[config.mk]
export PLATFORM = sky130hd
export DESIGN_NAME = pwc_top
export DESIGN_NICKNAME = d
export VERILOG_FILES = /design/src/pwc_pkg.sv /design/src/pwc_apb_slave.sv /design/src/pwc_tick_div.sv /design/src/pwc_top.sv
export VERILOG_INCLUDE_DIRS = /design/src
export SDC_FILE = /design/constraint.sdc
export NUM_CORES = 1
export LEC_CHECK = 0
export BUFFER_PORTS_ARGS = -buffer_cell sky130_fd_sc_hd__buf_2
export CAP_MARGIN = 20
export CORE_UTILIZATION = 35
export DETAILED_ROUTE_END_ITERATION = 10
export PLACE_DENSITY = 0.61
export SYNTH_ARGS = -nofsm -noshare
export SYNTH_HDL_FRONTEND = slang
export SYNTH_SLANG_ARGS = --single-unit
[constraint.sdc]
create_clock -name sys_clk_in -period 7.8 [get_ports sys_clk_in]
set_clock_uncertainty 0.15 [all_clocks]
set_input_delay 1.17 -clock sys_clk_in [delete_from_list [all_inputs] [get_ports sys_clk_in]]
set_output_delay 1.17 -clock sys_clk_in [all_outputs]
set_load 0.02 [all_outputs]
[src/pwc_regs.svh]
// Register map, field positions and reset values of the PWM channel block
`ifndef PWC_REGS_SVH
`define PWC_REGS_SVH

`define PWC_NUM_CH 4
`define PWC_CH_W 2
`define PWC_ADDR_W 12

// Per-channel register window: byte address = channel * stride + offset
`define PWC_CH_STRIDE 12'h010
`define PWC_OFS_CTRL 4'h0
`define PWC_OFS_COUNTER 4'h4
`define PWC_OFS_PERIOD 4'h8
`define PWC_OFS_DUTY 4'hC

// Global registers
`define PWC_ADDR_STATUS 12'h040
`define PWC_ADDR_ENABLES 12'h044

// Control register fields
`define PWC_CTRL_ENABLE 0
`define PWC_CTRL_ALIGN 1
`define PWC_CTRL_POL 2
`define PWC_CTRL_DIV_LSB 8
`define PWC_CTRL_DIV_MSB 15

// Status register fields
`define PWC_STAT_OUT_LSB 0
`define PWC_STAT_DIR_LSB 8

// Reset values
`define PWC_RST_PERIOD 8'hFF
`define PWC_RST_DUTY 8'h00
`define PWC_RST_DIV 8'h00
`define PWC_RST_COUNT 8'h00

`endif

[src/pwc_pkg.sv]
// Types shared by the PWM channel block
`include "pwc_regs.svh"

package pwc_pkg;

  // One channel's complete state
  typedef struct packed {
    logic en;
    logic align;
    logic pol;
    logic [7:0] div;
    logic [7:0] cnt;
    logic dir_up;
    logic [7:0] per_buf;
    logic [7:0] per_act;
    logic [7:0] duty_buf;
    logic [7:0] duty_act;
    logic out;
  } pwc_ch_t;

  typedef struct packed {
    pwc_ch_t [`PWC_NUM_CH-1:0] ch;
  } pwc_state_t;

  // APB request as seen by the slave
  typedef struct packed {
    logic psel;
    logic penable;
    logic pwrite;
    logic [`PWC_ADDR_W-1:0] paddr;
    logic [31:0] pwdata;
  } pwc_apb_req_t;

  // APB slave internal state
  typedef struct packed {
    logic [31:0] prdata;
    logic pslverr;
  } pwc_apb_state_t;

  // Tick divider state
  typedef struct packed {
    logic [7:0] cnt;
    logic tick;
  } pwc_div_state_t;

endpackage : pwc_pkg

[src/pwc_apb_slave.sv]
// APB slave: write strobe, registered read data and error, zero wait states
module pwc_apb_slave
  import pwc_pkg::*;
(
  // Clock and reset
  input wire logic sys_clk_in,
  input wire logic rst_n_in,
  // Bus request
  input wire pwc_apb_req_t req_in,
  // Register file side
  input wire logic [31:0] rd_data_in,
  input wire logic addr_ok_in,
  output logic wr_stb_out,
  // Bus answer
  output logic [31:0] prdata_out,
  output logic pslverr_out,
  output logic pready_out
);

  pwc_apb_state_t st;
  pwc_apb_state_t next_st;
  logic setup;

  assign setup = req_in.psel && !req_in.penable;

  // Read data and error captured in setup, presented in access
  always_comb begin
    next_st = st;
    if (setup) begin
      next_st.pslverr = !addr_ok_in;
      next_st.prdata = (req_in.pwrite || !addr_ok_in) ? 32'h0000_0000 : rd_data_in;
    end
  end

  always_ff @(posedge sys_clk_in or negedge rst_n_in) begin
    if (!rst_n_in) begin
      st <= '0;
    end else begin
      st <= next_st;
    end
  end

  assign wr_stb_out = req_in.psel && req_in.penable && req_in.pwrite && addr_ok_in;
  assign prdata_out = st.prdata;
  assign pslverr_out = st.pslverr;
  assign pready_out = 1'b1;

endmodule : pwc_apb_slave

[src/pwc_tick_div.sv]
// Channel clock tick generator: one pulse every div+1 system clocks
module pwc_tick_div
  import pwc_pkg::*;
(
  // Clock and reset
  input wire logic sys_clk_in,
  input wire logic rst_n_in,
  // Control
  input wire logic [7:0] div_in,
  // Tick
  output logic tick_out
);

  pwc_div_state_t st;
  pwc_div_state_t next_st;

  always_comb begin
    next_st = st;
    if (st.cnt >= div_in) begin
      next_st.cnt = 8'h00;
      next_st.tick = 1'b1;
    end else begin
      next_st.cnt = st.cnt + 8'h01;
      next_st.tick = 1'b0;
    end
  end

  always_ff @(posedge sys_clk_in or negedge rst_n_in) begin
    if (!rst_n_in) begin
      st <= '0;
    end else begin
      st <= next_st;
    end
  end

  assign tick_out = st.tick;

endmodule : pwc_tick_div

[src/pwc_top.sv]
// PWM channel counters, period and duty double buffering, APB register file
// Function
// RULE_01 - Period write while disabled loads buffer and active value together.
// RULE_02 - Period read returns last written value, not the active one.
// RULE_03 - Left aligned: output period is channel clock period times period value.
// RULE_04 - Centre aligned: output period is channel clock period times twice period.
// RULE_05 - Each channel has its own 8-bit up/down counter on its tick.
// RULE_06 - Counter equal to active duty toggles the output flip-flop.
// RULE_07 - Counter reads are allowed anytime and never disturb counting.
// RULE_08 - Counter write clears count, sets up, loads buffers, sets output.
// RULE_09 - Disable freezes counter; re-enable resumes from the frozen count.
// RULE_10 - Disabled with period zero: counter resets on next channel tick.
// RULE_11 - Counter write while enabled starts a new period immediately.
// RULE_12 - Counter clears to zero when the effective period ends.
// RULE_13 - Period changes apply only at safe points, never mid waveform.
// RULE_14 - Software should write the counter before enabling for a clean start.
// RULE_15 - Period match: left restarts at zero, centre reverses to count down.
// RULE_16 - While enabled, buffers move to active values at period end.
//
// Our own choices: the register addresses and the APB slave port.
`include "pwc_regs.svh"

module pwc_top
  import pwc_pkg::*;
(
  // Clock and reset
  input wire logic sys_clk_in,
  input wire logic rst_n_in,
  // APB slave
  input wire logic psel_in,
  input wire logic penable_in,
  input wire logic pwrite_in,
  input wire logic [`PWC_ADDR_W-1:0] paddr_in,
  input wire logic [31:0] pwdata_in,
  output logic [31:0] prdata_out,
  output logic pready_out,
  output logic pslverr_out,
  // Waveforms
  output logic [`PWC_NUM_CH-1:0] pwm_out
);

  localparam int NCH = `PWC_NUM_CH;

  pwc_state_t st;
  pwc_state_t next_st;
  pwc_apb_req_t req;
  logic [NCH-1:0] tick;
  logic wr_stb;
  logic addr_ok;
  logic [31:0] rd_word;
  logic is_ch;
  logic [`PWC_CH_W-1:0] sel_ch;
  logic [3:0] sel_ofs;

  assign req.psel = psel_in;
  assign req.penable = penable_in;
  assign req.pwrite = pwrite_in;
  assign req.paddr = paddr_in;
  assign req.pwdata = pwdata_in;

  // Channel window select
  assign is_ch = (paddr_in < (`PWC_CH_STRIDE * NCH)) && (paddr_in[1:0] == 2'h0);
  assign sel_ch = paddr_in[`PWC_CH_W+3:4];
  assign sel_ofs = paddr_in[3:0];

  pwc_apb_slave pwc_apb_slave_inst (
    .sys_clk_in(sys_clk_in),
    .rst_n_in(rst_n_in),
    .req_in(req),
    .rd_data_in(rd_word),
    .addr_ok_in(addr_ok),
    .wr_stb_out(wr_stb),
    .prdata_out(prdata_out),
    .pslverr_out(pslverr_out),
    .pready_out(pready_out)
  );

  // Free-running channel clocks
  for (genvar g = 0; g < NCH; g++) begin : g_div
    pwc_tick_div pwc_tick_div_inst (
      .sys_clk_in(sys_clk_in),
      .rst_n_in(rst_n_in),
      .div_in(st.ch[g].div),
      .tick_out(tick[g])
    );
  end

  // Read decode; addr_ok also gates writes
  always_comb begin
    pwc_ch_t rc;
    rc = st.ch[sel_ch];
    rd_word = 32'h0000_0000;
    addr_ok = 1'b0;
    if (is_ch && sel_ofs == `PWC_OFS_CTRL) begin
      addr_ok = 1'b1;
      rd_word[`PWC_CTRL_ENABLE] = rc.en;
      rd_word[`PWC_CTRL_ALIGN] = rc.align;
      rd_word[`PWC_CTRL_POL] = rc.pol;
      rd_word[`PWC_CTRL_DIV_MSB:`PWC_CTRL_DIV_LSB] = rc.div;
    end else if (is_ch && sel_ofs == `PWC_OFS_COUNTER) begin
      addr_ok = 1'b1;
      rd_word[7:0] = rc.cnt; // RULE_07
    end else if (is_ch && sel_ofs == `PWC_OFS_PERIOD) begin
      addr_ok = 1'b1;
      rd_word[7:0] = rc.per_buf; // RULE_02
    end else if (is_ch && sel_ofs == `PWC_OFS_DUTY) begin
      addr_ok = 1'b1;
      rd_word[7:0] = rc.duty_buf;
    end else if (paddr_in == `PWC_ADDR_STATUS) begin
      addr_ok = 1'b1;
      for (int i = 0; i < NCH; i++) begin
        rd_word[`PWC_STAT_OUT_LSB + i] = st.ch[i].out;
        rd_word[`PWC_STAT_DIR_LSB + i] = st.ch[i].dir_up;
      end
    end else if (paddr_in == `PWC_ADDR_ENABLES) begin
      addr_ok = 1'b1;
      for (int i = 0; i < NCH; i++) begin
        rd_word[i] = st.ch[i].en;
      end
    end
  end

  // Channel counters and register writes
  always_comb begin
    pwc_ch_t c;
    logic end_p;
    logic [7:0] nc;
    logic hit;
    c = '0;
    end_p = 1'b0;
    nc = 8'h00;
    hit = 1'b0;
    next_st = st;
    for (int i = 0; i < NCH; i++) begin
      c = st.ch[i];
      end_p = 1'b0;
      nc = c.cnt;
      hit = wr_stb && is_ch && (sel_ch == i[`PWC_CH_W-1:0]);
      if (tick[i]) begin // RULE_05
        if (c.en) begin
          if (!c.align) begin
            // Left aligned: per_act ticks per period
            if ({1'b0, c.cnt} + 9'h001 >= {1'b0, c.per_act}) begin // RULE_03
              end_p = 1'b1;
            end else begin
              nc = c.cnt + 8'h01;
              c.cnt = nc;
              if (nc == c.duty_act) begin
                c.out = ~c.out; // RULE_06
              end
            end
          end else if (c.dir_up) begin
            // Centre aligned: up to per_act, then down to zero
            nc = c.cnt + 8'h01;
            c.cnt = nc;
            if (nc >= c.per_act) begin
              c.dir_up = 1'b0; // RULE_15
            end
            if (nc == c.duty_act) begin
              c.out = ~c.out; // RULE_06
            end
          end else begin
            if (c.cnt <= 8'h01) begin
              end_p = 1'b1; // RULE_04
            end else begin
              nc = c.cnt - 8'h01;
              c.cnt = nc;
              if (nc == c.duty_act) begin
                c.out = ~c.out; // RULE_06
              end
            end
          end
        end else if (c.per_act == 8'h00) begin
          c.cnt = `PWC_RST_COUNT; // RULE_10
          c.dir_up = 1'b1;
        end
      end
      // Disabled: tick only resets the count above when per_act is zero, else count stays frozen
      // RULE_09
      if (end_p) begin
        c.cnt = `PWC_RST_COUNT; // RULE_12
        c.dir_up = 1'b1; // RULE_15
        c.per_act = c.per_buf; // RULE_16
        c.duty_act = c.duty_buf; // RULE_13
        c.out = c.pol;
      end
      if (hit && sel_ofs == `PWC_OFS_CTRL) begin
        c.en = pwdata_in[`PWC_CTRL_ENABLE];
        c.align = pwdata_in[`PWC_CTRL_ALIGN];
        c.pol = pwdata_in[`PWC_CTRL_POL];
        c.div = pwdata_in[`PWC_CTRL_DIV_MSB:`PWC_CTRL_DIV_LSB];
      end else if (hit && sel_ofs == `PWC_OFS_COUNTER) begin
        // Any value clears; enabled channels restart a period at once
        c.cnt = `PWC_RST_COUNT; // RULE_08
        c.dir_up = 1'b1; // RULE_08
        c.per_act = c.per_buf; // RULE_08
        c.duty_act = c.duty_buf; // RULE_08
        c.out = c.pol; // RULE_11
      end else if (hit && sel_ofs == `PWC_OFS_PERIOD) begin
        c.per_buf = pwdata_in[7:0];
        if (!st.ch[i].en) begin
          c.per_act = pwdata_in[7:0]; // RULE_01
        end
      end else if (hit && sel_ofs == `PWC_OFS_DUTY) begin
        c.duty_buf = pwdata_in[7:0];
        if (!st.ch[i].en) begin
          c.duty_act = pwdata_in[7:0];
        end
      end
      if (wr_stb && paddr_in == `PWC_ADDR_ENABLES) begin
        c.en = pwdata_in[i];
      end
      next_st.ch[i] = c;
    end
  end

  always_ff @(posedge sys_clk_in or negedge rst_n_in) begin
    if (!rst_n_in) begin
      for (int i = 0; i < NCH; i++) begin
        st.ch[i].en <= 1'b0;
        st.ch[i].align <= 1'b0;
        st.ch[i].pol <= 1'b0;
        st.ch[i].div <= `PWC_RST_DIV;
        st.ch[i].cnt <= `PWC_RST_COUNT;
        st.ch[i].dir_up <= 1'b1;
        st.ch[i].per_buf <= `PWC_RST_PERIOD;
        st.ch[i].per_act <= `PWC_RST_PERIOD;
        st.ch[i].duty_buf <= `PWC_RST_DUTY;
        st.ch[i].duty_act <= `PWC_RST_DUTY;
        st.ch[i].out <= 1'b0;
      end
    end else begin
      st <= next_st;
    end
  end

  always_comb begin
    for (int i = 0; i < NCH; i++) begin
      pwm_out[i] = st.ch[i].out;
    end
  end

endmodule : pwc_top

==> results.ini, run 1 <==
[run_status]
status=finished, final reports clean

[yosys]
syn_area_per_cell_um2=9.55
synth-warning-count=0
synth-main-ff-cell=dfrtp_1
syn_area_mm2=0.0174
synth_cells=1822
synth_cell_types=87
ys_seq_area_share_pct=38.6
postSynth.asyncResetShare_pct=100
synth_edf_count=0
ys_seq_elements=265

[cts]
cts_tree=yes
post-cts-setup-buffers=0
clk-insertion-delay-late_ns=0.56
clkSinkCount=265
clk_pin_slew_ns=0.07
clockBufferDepth=3
cts_made_buffers=29
cts_hold_buf=0
htreeDepth=1
cts.repair.resized=0
clockRootBuffer=clkbuf_16

[finish]
drive_gt1_share_pct=18.3
area_growth_pct=9.58
mostFrequentLayoutCells=197 x dfrtp_1, 184 x nand2_1, 108 x o21ai_0, 107 x a21oi_1, 95 x mux2_2
final_common_cell=dfrtp_1
fin_nets=1932
fillCellCount=4830
multi_input_area_mm2=0.00983
register_area_mm2=0.00672
postLayoutCoreUtil_pct=39.0

[drt]
vias=14435
drc=0
wirelength_mm=53.0
viasPerCell=5.80
drt_iter0_drc=1546
dr.pass1.iters=6
drtAntennaViolNets=0
wl_per_cell_um=21.3

[grt]
grt_use_total_pct=21.0
antenna_found_initial=2
gr-total-overflow=0
first_global_vias=14108
grt_max_degree=111
grt_pass1_wl_mm=83.5

[critical_path]
end_kind=flip-flop
path_cells=nand3_1, or2_2, xnor2_1, ha_1, a211o_1, o21ai_0, a21oi_1, o21ai_0, a21boi_1, a21o_1
critPathSlowestCell=o21ai_0
worst_ep_required_time_ns=8.15
critPathLaunch=st[36]
r2r_start=st[36]
cp_max_fo=18
critical_path.max_stage_delay_ns=0.85
crit_path_frequent_cell=o21ai_0
reg2reg_slack_ns=2.62
arrival_ns=5.53
critPathKind=flip-flop to flip-flop
worstSetupStartpointType=flip-flop

[placed_design]
numPortBuffers=53
dp_hpwl_mm=38.3
gp_congestion=0.938

[power_and_ir_drop]
netSwitchingPower_uw=679
p_int_uw=2230
p_seq_share_pct=47.4
power_density_mw_per_mm2=153
swShare_pct=23.3
peakVddDrop_uv=156
combPwrFrac_pct=3.9
clkPwrFrac_pct=48.7
leakage_uw=0.00841

[timing]
hold_viol=0
report.final.slew_viol_count=0
rsz0062_at_grt=false
hold_ws_ns=0.331
worst_pin_slew_ns=1.13
max_slew_margin_pct=24.0
timing.fmax_mhz=193
tns_ns=0
setup_viol=0
fin_crit_sh_pct=66.4
fin_crit_ns=5.18

[hold_path]
min_from=pwc_apb_slave_inst.prdata_out[3]
hp-class=flip-flop to flip-flop

[floorplan]
row_count=81
initial_core_util_pct=35.6
dieArea_mm2=0.0506
core_mm2=0.0490
fp.dieH_um=225
io-pin-count=87
die_w_um=225

[flow_run]
drv_cap=0

synth_stat cells (14+ instances only):
cell,instances,share of area [%]
clkbuf_1,94,2.0
dfstp_2,68,10
mux4_2,34,4.4
nand4_1,15,0.54
a22o_1,18,0.91
mux2_2,95,6.1
and3_1,30,1.1
or4_1,14,0.60
dfrtp_1,197,28
nand2_1,184,4.0
nor2_1,86,1.9
xnor2_1,65,3.3
nand3_1,76,2.2
a32oi_1,21,1.1
a22oi_1,27,1.2
o21ai_0,108,3.1
buf_4,21,0.91
nor3_1,47,1.4
inv_1,89,1.9
a21oi_1,107,3.1
nand2b_1,17,0.61
ha_1,80,5.8
and2_1,17,0.61
a21o_1,29,1.3
xor2_1,62,3.1
power by group through the flow:
stage               combinational (µW)  clock, µW  sequential [µW]
finish                             113       1420             1380
global placement                   109          0             1400
floorplan                         55.6          0             1400
global route                       123       1500             1380
CTS                                111       1440             1380
detailed placement                 111          0             1400
worst paths after layout:
| check | to | cells after the start |
|---|---|---|
| hold reg to reg | pwc_apb_slave_inst.prdata_out[3] | 1 |
| hold / removal | pwc_apb_slave_inst.prdata_out[3] | 1 |
| setup reg to reg | st[8] | 10 |
| max in group asynchronous | g_div[1].pwc_tick_div_inst.st[5] | 3 |
| setup / recovery | st[8] | 10 |
| min in group asynchronous | st[36] | 1 |
worst max-delay path, delay by kind of cell, from the launching register on:
kind,cells,cell delay (ns)
XOR/XNOR,1,0.27
adder cells (fa/ha/maj),1,0.32
flip-flops,1,0.83
AO/OA/AOI/OAI,6,2.70
AND/OR/NAND/NOR,2,0.83
logic make-up (layout without fill, tap and decap cells):
group,count (synthesis),after routing,share of synthesized area (%)
muxes,137,137,11.1
adders and majority gates,81,81,5.81
xor gates and xnor gates,131,131,6.91
AOI/OAI and AO/OA,439,439,16.7
other,2,19,0.0431
DFF,265,265,38.6
buffers and inverters,219,206,5.28
and+or+nand+nor,548,548,15.6
per-stage QoR:
| stage | std cells | total power, µW | setup slack, ns | cell area (µm²) |
|---|---|---|---|---|
| global placement | 2432 | 1510 | 2.75 | 18000 |
| global route | 2489 | 3000 | 2.23 | 19100 |
| detailed placement | 2433 | 1510 | 2.65 | 18100 |
| floorplan | 1837 | 1460 | 3.93 | 17500 |
| CTS | 2485 | 2930 | 2.61 | 19000 |
| finish | 2490 | 2910 | 2.62 | 19100 |
metal layers:
layer / vias up / wire length (µm) / track usage (%)
li1: 6554 / - / -
met1: 7187 / 23000 / 28.4
met2: 590 / 23900 / 33.1
met3: 102 / 4660 / 5.36
met4: 2 / 1390 / 5.95
met5: - / 13 / 0.293
layout make-up:
cell class | instances | share of cell area [%]
Antenna cell | 2 | 0.0262
Clock buffer | 37 | 4.01
Clock inverter | 15 | 1.03
Inverter | 89 | 1.75
Multi-Input combinational cell | 1353 | 51.5
Sequential cell | 265 | 35.2
Tap cell | 664 | 4.36
Timing Repair Buffer | 65 | 2.06
sequential cells by signal (all words and copies together), names as in the netlist:
signal,count
pwm_out,4
pwc_apb_slave_inst.pslverr_out,1
pwc_apb_slave_inst.prdata_out,16
g_div.pwc_tick_div_inst.st,32
st,208
g_div.pwc_tick_div_inst.tick_out,4
(Power assumes the default switching activity.)
==> run 2: changes to the inputs <==
Settings changed: PLACE_DENSITY 0.61 to 0.63.
Clock period 7.8 ns to 4.6 ns, I/O delays scaled along.
==> run 2 against run 1 <==
  * The flow now finishes with violations (hold timing)
  * Critical path depth up 3
  * Cell count increased by 1.9%
  * Design area is 2.1% higher
  * Utilization grew 0.82 points
  * Worst hold slack got worse by 0.37 ns
  * Die area is the same
  * Global-route usage up 0.10 points
  * Critical endpoint is now st[192]
  * Power increased by 75%
==> results.ini, run 2 (synthesis gave the netlist of run 1 again) <==
[floorplan]
initial_core_util_pct=35.6  ; unchanged
io-pin-count=87  ; unchanged
die_w_um=225  ; unchanged
row_count=81  ; unchanged
fp.dieH_um=225  ; unchanged
dieArea_mm2=0.0506  ; unchanged
core_mm2=0.0490  ; unchanged

[cts]
clkSinkCount=265  ; unchanged
post-cts-setup-buffers=0  ; unchanged
cts_made_buffers=30  ; was 29
clockBufferDepth=3  ; unchanged
cts_hold_buf=0  ; unchanged
htreeDepth=1  ; unchanged
clk_pin_slew_ns=0.06  ; was 0.07 ns
clk-insertion-delay-late_ns=0.58  ; was 0.56 ns
cts.repair.resized=0  ; unchanged
clockRootBuffer=clkbuf_16  ; unchanged
cts_tree=yes  ; unchanged

[timing]
fin_crit_sh_pct=86.4  ; was 66.4%
tns_ns=0  ; unchanged
setup_viol=0  ; unchanged
hold_viol=13  ; was 0
worst_pin_slew_ns=0.953  ; was 1.13 ns
report.final.slew_viol_count=0  ; unchanged
timing.fmax_mhz=252  ; was 193 MHz
fin_crit_ns=3.97  ; was 5.18 ns
max_slew_margin_pct=35.9  ; was 24.0%
hold_ws_ns=-0.0398  ; was 0.331 ns
rsz0062_at_grt=false  ; unchanged
final.setup.worst_slack_ns=0.626  ; was 2.62 ns

[finish]
area_growth_pct=11.9  ; was 9.58%
top_register=st  ; unchanged
fillCellCount=4792  ; was 4830
mostFrequentLayoutCells=197 x dfrtp_1, 184 x nand2_1, 108 x o21ai_0, 107 x a21oi_1, 95 x mux2_2  ; unchanged
final_common_cell=dfrtp_1  ; unchanged
largest_reg_flops=208  ; unchanged
antenna_cells=0  ; was 2
drive_gt1_share_pct=20.3  ; was 18.3%
fin_nets=1978  ; was 1932

[critical_path]
end_kind=flip-flop  ; unchanged
worst_ep_required_time_ns=4.95  ; was 8.15 ns
critPathKind=flip-flop to flip-flop  ; unchanged
worstSetupStartpointType=flip-flop  ; unchanged
cp_max_fo=17  ; was 18
arrival_ns=4.33  ; was 5.53 ns

[grt]
grt_pass1_wl_mm=84.2  ; was 83.5 mm
gr-total-overflow=0  ; unchanged
grt_use_total_pct=21.1  ; was 21.0%
first_global_vias=14504  ; was 14108
antenna_found_initial=0  ; was 2
grt_max_degree=101  ; was 111

[drt]
vias=14733  ; was 14435
wl_per_cell_um=21.1  ; was 21.3 µm
viasPerCell=5.81  ; was 5.80
drtAntennaViolNets=0  ; unchanged
drc=0  ; unchanged
dr.pass1.iters=6  ; unchanged
drt_iter0_drc=1390  ; was 1546
wirelength_mm=53.5  ; was 53.0 mm

[placed_design]
gp_congestion=0.923  ; was 0.938
numPortBuffers=53  ; unchanged
preCtsSetupSlack_ns=0.692  ; was 2.65 ns
dp_hpwl_mm=39.0  ; was 38.3 mm

[power_and_ir_drop]
power_density_mw_per_mm2=261  ; was 153 mW/mm²
peakVddDrop_uv=320  ; was 156 µV
leakage_uw=0.00868  ; was 0.00841 µW

[hold_path]
hp-class=primary input to async pin  ; was flip-flop to flip-flop

[flow_run]
drv_cap=0  ; unchanged

[run_status]
status=finished with violations  ; was finished, final reports clean
violations=hold timing

run 2: final cells by class:
type / count / area [µm²] / share of cell area, %
Multi-Input combinational cell: 1353 / 9830 / 50.5
Sequential cell: 265 / 6720 / 34.5
Clock buffer: 43 / 851 / 4.37
Tap cell: 664 / 831 / 4.27
Timing Repair Buffer: 110 / 728 / 3.74
Inverter: 89 / 334 / 1.72
Clock inverter: 13 / 183 / 0.938
run 2: routing by layer:
metal  routed length (µm)  up-vias  GRT usage [%]
li1                     -     6638              -
met1                23900     7473           29.3
met5                    0        -              0
met2                24500      524           34.0
met4                 1530        0           6.58
met3                 3480       98           3.06
run 2: worst paths after layout:
path / start / endpoint / slack, ns / depth (start not counted)
worst min register to register: pwc_apb_slave_inst.prdata_out[3] / pwc_apb_slave_inst.prdata_out[3] / 0.33 / 1
worst max-delay path: st[193] / st[192] / 0.63 / 13
min in group sys_clk_in: pwdata_in[12] / st[99] / 0.24 / 3
max in group asynchronous: rst_n_in / st[86] / 3.27 / 2
worst min-delay path: rst_n_in / st[36] / -0.04 / 1
worst max register to register: st[193] / st[192] / 0.63 / 13
run 2: metrics by stage:
step                      instances  util, %  cell area [µm²]  power [µW]  hold WS (ns)
after global routing           2537     39.8            19500        5230        0.0325
after detailed placement       2481     37.7            18400        2570         0.319
after CTS                      2537     39.8            19500        5120        0.0344
after floorplan                1837        -            17500        2470         0.244
after global placement         2481     37.7            18400        2570         0.308
final                          2537     39.8            19500        5080       -0.0398
run 2: report_power, final:
| group | leakage (µW) | internal, µW | switching, µW |
|---|---|---|---|
| clock | 0.000497 | 1510 | 1040 |
| combinational | 0.00491 | 45.2 | 148 |
| sequential | 0.00326 | 2340 | 2.29 |
run 2: worst max-delay path, stage by stage, from the launching register on:
cell and delay (ns):
dfrtp_1 0.44, ha_1 0.35, nand3_1 0.27, nor2_1 0.23
xor2_1 0.22, ha_1 0.26, nand2_1 0.07, o21ai_0 0.10
a21o_1 0.22, o21ai_0 0.24, buf_4 0.19, a21o_1 0.49
o21ai_2 0.27, o32a_1 0.39
==> run 3: changes to the inputs <==
Settings changed: CTS_BUF_LIST from default to sky130_fd_sc_hd__clkbuf_2 sky130_fd_sc_hd__clkbuf_4 sky130_fd_sc_hd__clkbuf_8.
==> run 3 against run 2 <==
  * The flow now finishes without violations
  * Sequential share of layout area is 0.30 points lower
  * Largest cell class unchanged
  * Combinational power about the same
  * Global-route usage is 0.22 points higher
  * Maximum frequency decreased by 0.32%
  * Flip-flop and latch count is the same
  * Critical path type unchanged
==> results.ini, run 3 (synthesis gave the netlist of run 1 again) <==
[run_status]
status=finished, final reports clean  ; was finished with violations

[critical_path]
critPathKind=flip-flop to flip-flop  ; unchanged
worst_ep_required_time_ns=4.99  ; was 4.95 ns
end_kind=flip-flop  ; unchanged
critPathSlowestCell=a21o_1  ; unchanged
critical_path.max_stage_delay_ns=0.49  ; about the same
worstSetupStartpointType=flip-flop  ; unchanged
path_cells=ha_1, nand3_1, nor2_1, xor2_1, ha_1, nand2_1, o21ai_0, a21o_1, o21ai_0, buf_4, a21o_1, o21ai_2, o32a_1  ; unchanged
arrival_ns=4.37  ; was 4.33 ns
cp_max_fo=17  ; unchanged

[grt]
gr-total-overflow=0  ; unchanged
grt_max_degree=101  ; unchanged
grt_pass1_wl_mm=83.8  ; was 84.2 mm
first_global_vias=14608  ; was 14504
antenna_found_initial=3  ; was 0
grt_use_total_pct=21.4  ; was 21.1%

[cts]
htreeDepth=2  ; was 1
clkSinkCount=265  ; unchanged
cts_made_buffers=48  ; was 30
clk-insertion-delay-late_ns=0.61  ; was 0.58 ns
clockBufferDepth=3  ; unchanged
cts.repair.resized=0  ; unchanged
cts_tree=yes  ; unchanged
clockRootBuffer=clkbuf_8  ; was clkbuf_16
clk_pin_slew_ns=0.06  ; about the same

[power_and_ir_drop]
swShare_pct=23.0  ; was 23.4%
leakage_uw=0.00880  ; was 0.00868 µW
p_int_uw=4070  ; was 3890 µW
clkPwrFrac_pct=52.2  ; was 50.2%
peakVddDrop_uv=200  ; was 320 µV
combPwrFrac_pct=3.7  ; was 3.8%
power_density_mw_per_mm2=269  ; was 261 mW/mm²
netSwitchingPower_uw=1220  ; was 1190 µW
p_seq_share_pct=44.2  ; was 46.0%

[timing]
hold_viol=0  ; was 13
report.final.slew_viol_count=0  ; unchanged
fin_crit_ns=3.99  ; was 3.97 ns
tns_ns=0  ; unchanged
rsz0062_at_grt=false  ; unchanged
fin_crit_sh_pct=86.7  ; was 86.4%
max_slew_margin_pct=41.7  ; was 35.9%
setup_viol=0  ; unchanged
worst_pin_slew_ns=0.867  ; was 0.953 ns
timing.fmax_mhz=251  ; was 252 MHz

[finish]
fin_nets=1997  ; was 1978
largest_reg_flops=208  ; unchanged
area_growth_pct=12.9  ; was 11.9%
final_common_cell=dfrtp_1  ; unchanged
mostFrequentLayoutCells=197 x dfrtp_1, 184 x nand2_1, 108 x o21ai_0, 107 x a21oi_1, 95 x mux2_2  ; unchanged
postLayoutCoreUtil_pct=40.1  ; was 39.8%
top_register=st  ; unchanged
fillCellCount=4789  ; was 4792
drive_gt1_share_pct=22.0  ; was 20.3%

[floorplan]
dieArea_mm2=0.0506  ; unchanged
row_count=81  ; unchanged
core_mm2=0.0490  ; unchanged
io-pin-count=87  ; unchanged
die_w_um=225  ; unchanged
fp.dieH_um=225  ; unchanged
initial_core_util_pct=35.6  ; unchanged

[drt]
drc=0  ; unchanged
vias=14708  ; was 14733
dr.pass1.iters=7  ; was 6
wl_per_cell_um=20.9  ; was 21.1 µm
drt_iter0_drc=1267  ; was 1390
viasPerCell=5.72  ; was 5.81
drtAntennaViolNets=0  ; unchanged
wirelength_mm=53.8  ; was 53.5 mm

[hold_path]
hp-class=primary input to flip-flop  ; was primary input to async pin

[flow_run]
drv_cap=0  ; unchanged

[placed_design]
numPortBuffers=53  ; unchanged
dp_hpwl_mm=39.0  ; unchanged
gp_congestion=0.923  ; unchanged

run 3: cell type report:
class | instances | area [µm²] | share of cell area, %
antenna | 3 | 7.51 | 0.0382
clock buffer | 73 | 936 | 4.76
clock inverter | 14 | 250 | 1.27
inverter | 89 | 334 | 1.70
multi-input combinational | 1353 | 9830 | 50.0
sequential | 265 | 6720 | 34.2
tap | 664 | 831 | 4.23
timing repair buffer | 111 | 738 | 3.76
run 3: final timing paths:
kind	slack [ns]	end	depth (start not counted)	startpoint
worst max-delay path	0.61	st[192]	13	st[193]
worst min-delay path	0.22	st[99]	3	pwdata_in[12]
worst max register to register	0.61	st[192]	13	st[193]
worst min register to register	0.33	pwc_apb_slave_inst.prdata_out[3]	1	pwc_apb_slave_inst.prdata_out[3]
max in group asynchronous	2.66	st[86]	3	rst_n_in
min in group asynchronous	0.51	st[36]	2	rst_n_in
run 3: through the flow:
step	hold slack, ns	setup WS, ns	instance area [µm²]	total power, µW	instances
2_1_floorplan	0.244	0.731	17500	2470	1837
3_3_place_gp	0.308	0.720	18400	2570	2481
3_5_place_dp	0.319	0.692	18400	2570	2481
4_1_cts	0.170	0.642	19600	5360	2569
5_1_grt	0.211	0.314	19600	5470	2570
6_report	0.216	0.613	19600	5290	2572
run 3: power by group through the flow:
| stage | clock network (µW) | logic [µW] | registers, µW |
|---|---|---|---|
| 6_report | 2760 | 194 | 2340 |
| 5_1_grt | 2920 | 210 | 2340 |
| 4_1_cts | 2820 | 195 | 2340 |
| 3_5_place_dp | 0 | 193 | 2380 |
| 3_3_place_gp | 0 | 191 | 2380 |
| 2_1_floorplan | 0 | 94.3 | 2380 |
run 3: worst max-delay path: cells and delay by family (launching register included):
family / cells / cell delay, ns
flops: 1 / 0.43
simple gates: 3 / 0.57
fa+ha+maj: 2 / 0.62
xor+xnor: 1 / 0.22
buf+inv: 1 / 0.19
compound gates: 6 / 1.72
run 3: repair_timing:
action | in CTS | in global routing
endpoints found under the hold margin | 22 | 0
buffers inserted | 0 | 0
hold buffers | 1 | 0
endpoints found under the setup margin | 0 | 0
run 3: metal layers:
metal  track usage [%]  wire [µm]  up-vias  part of all wire, %
li1                  -          -     6674                    -
met1              27.9      23000     7359                   43
met2              33.4      24300      551                   45
met3              5.25       4540      124                  8.4
met4              9.44       1970        0                  3.7
met5                 0          0        -                    0
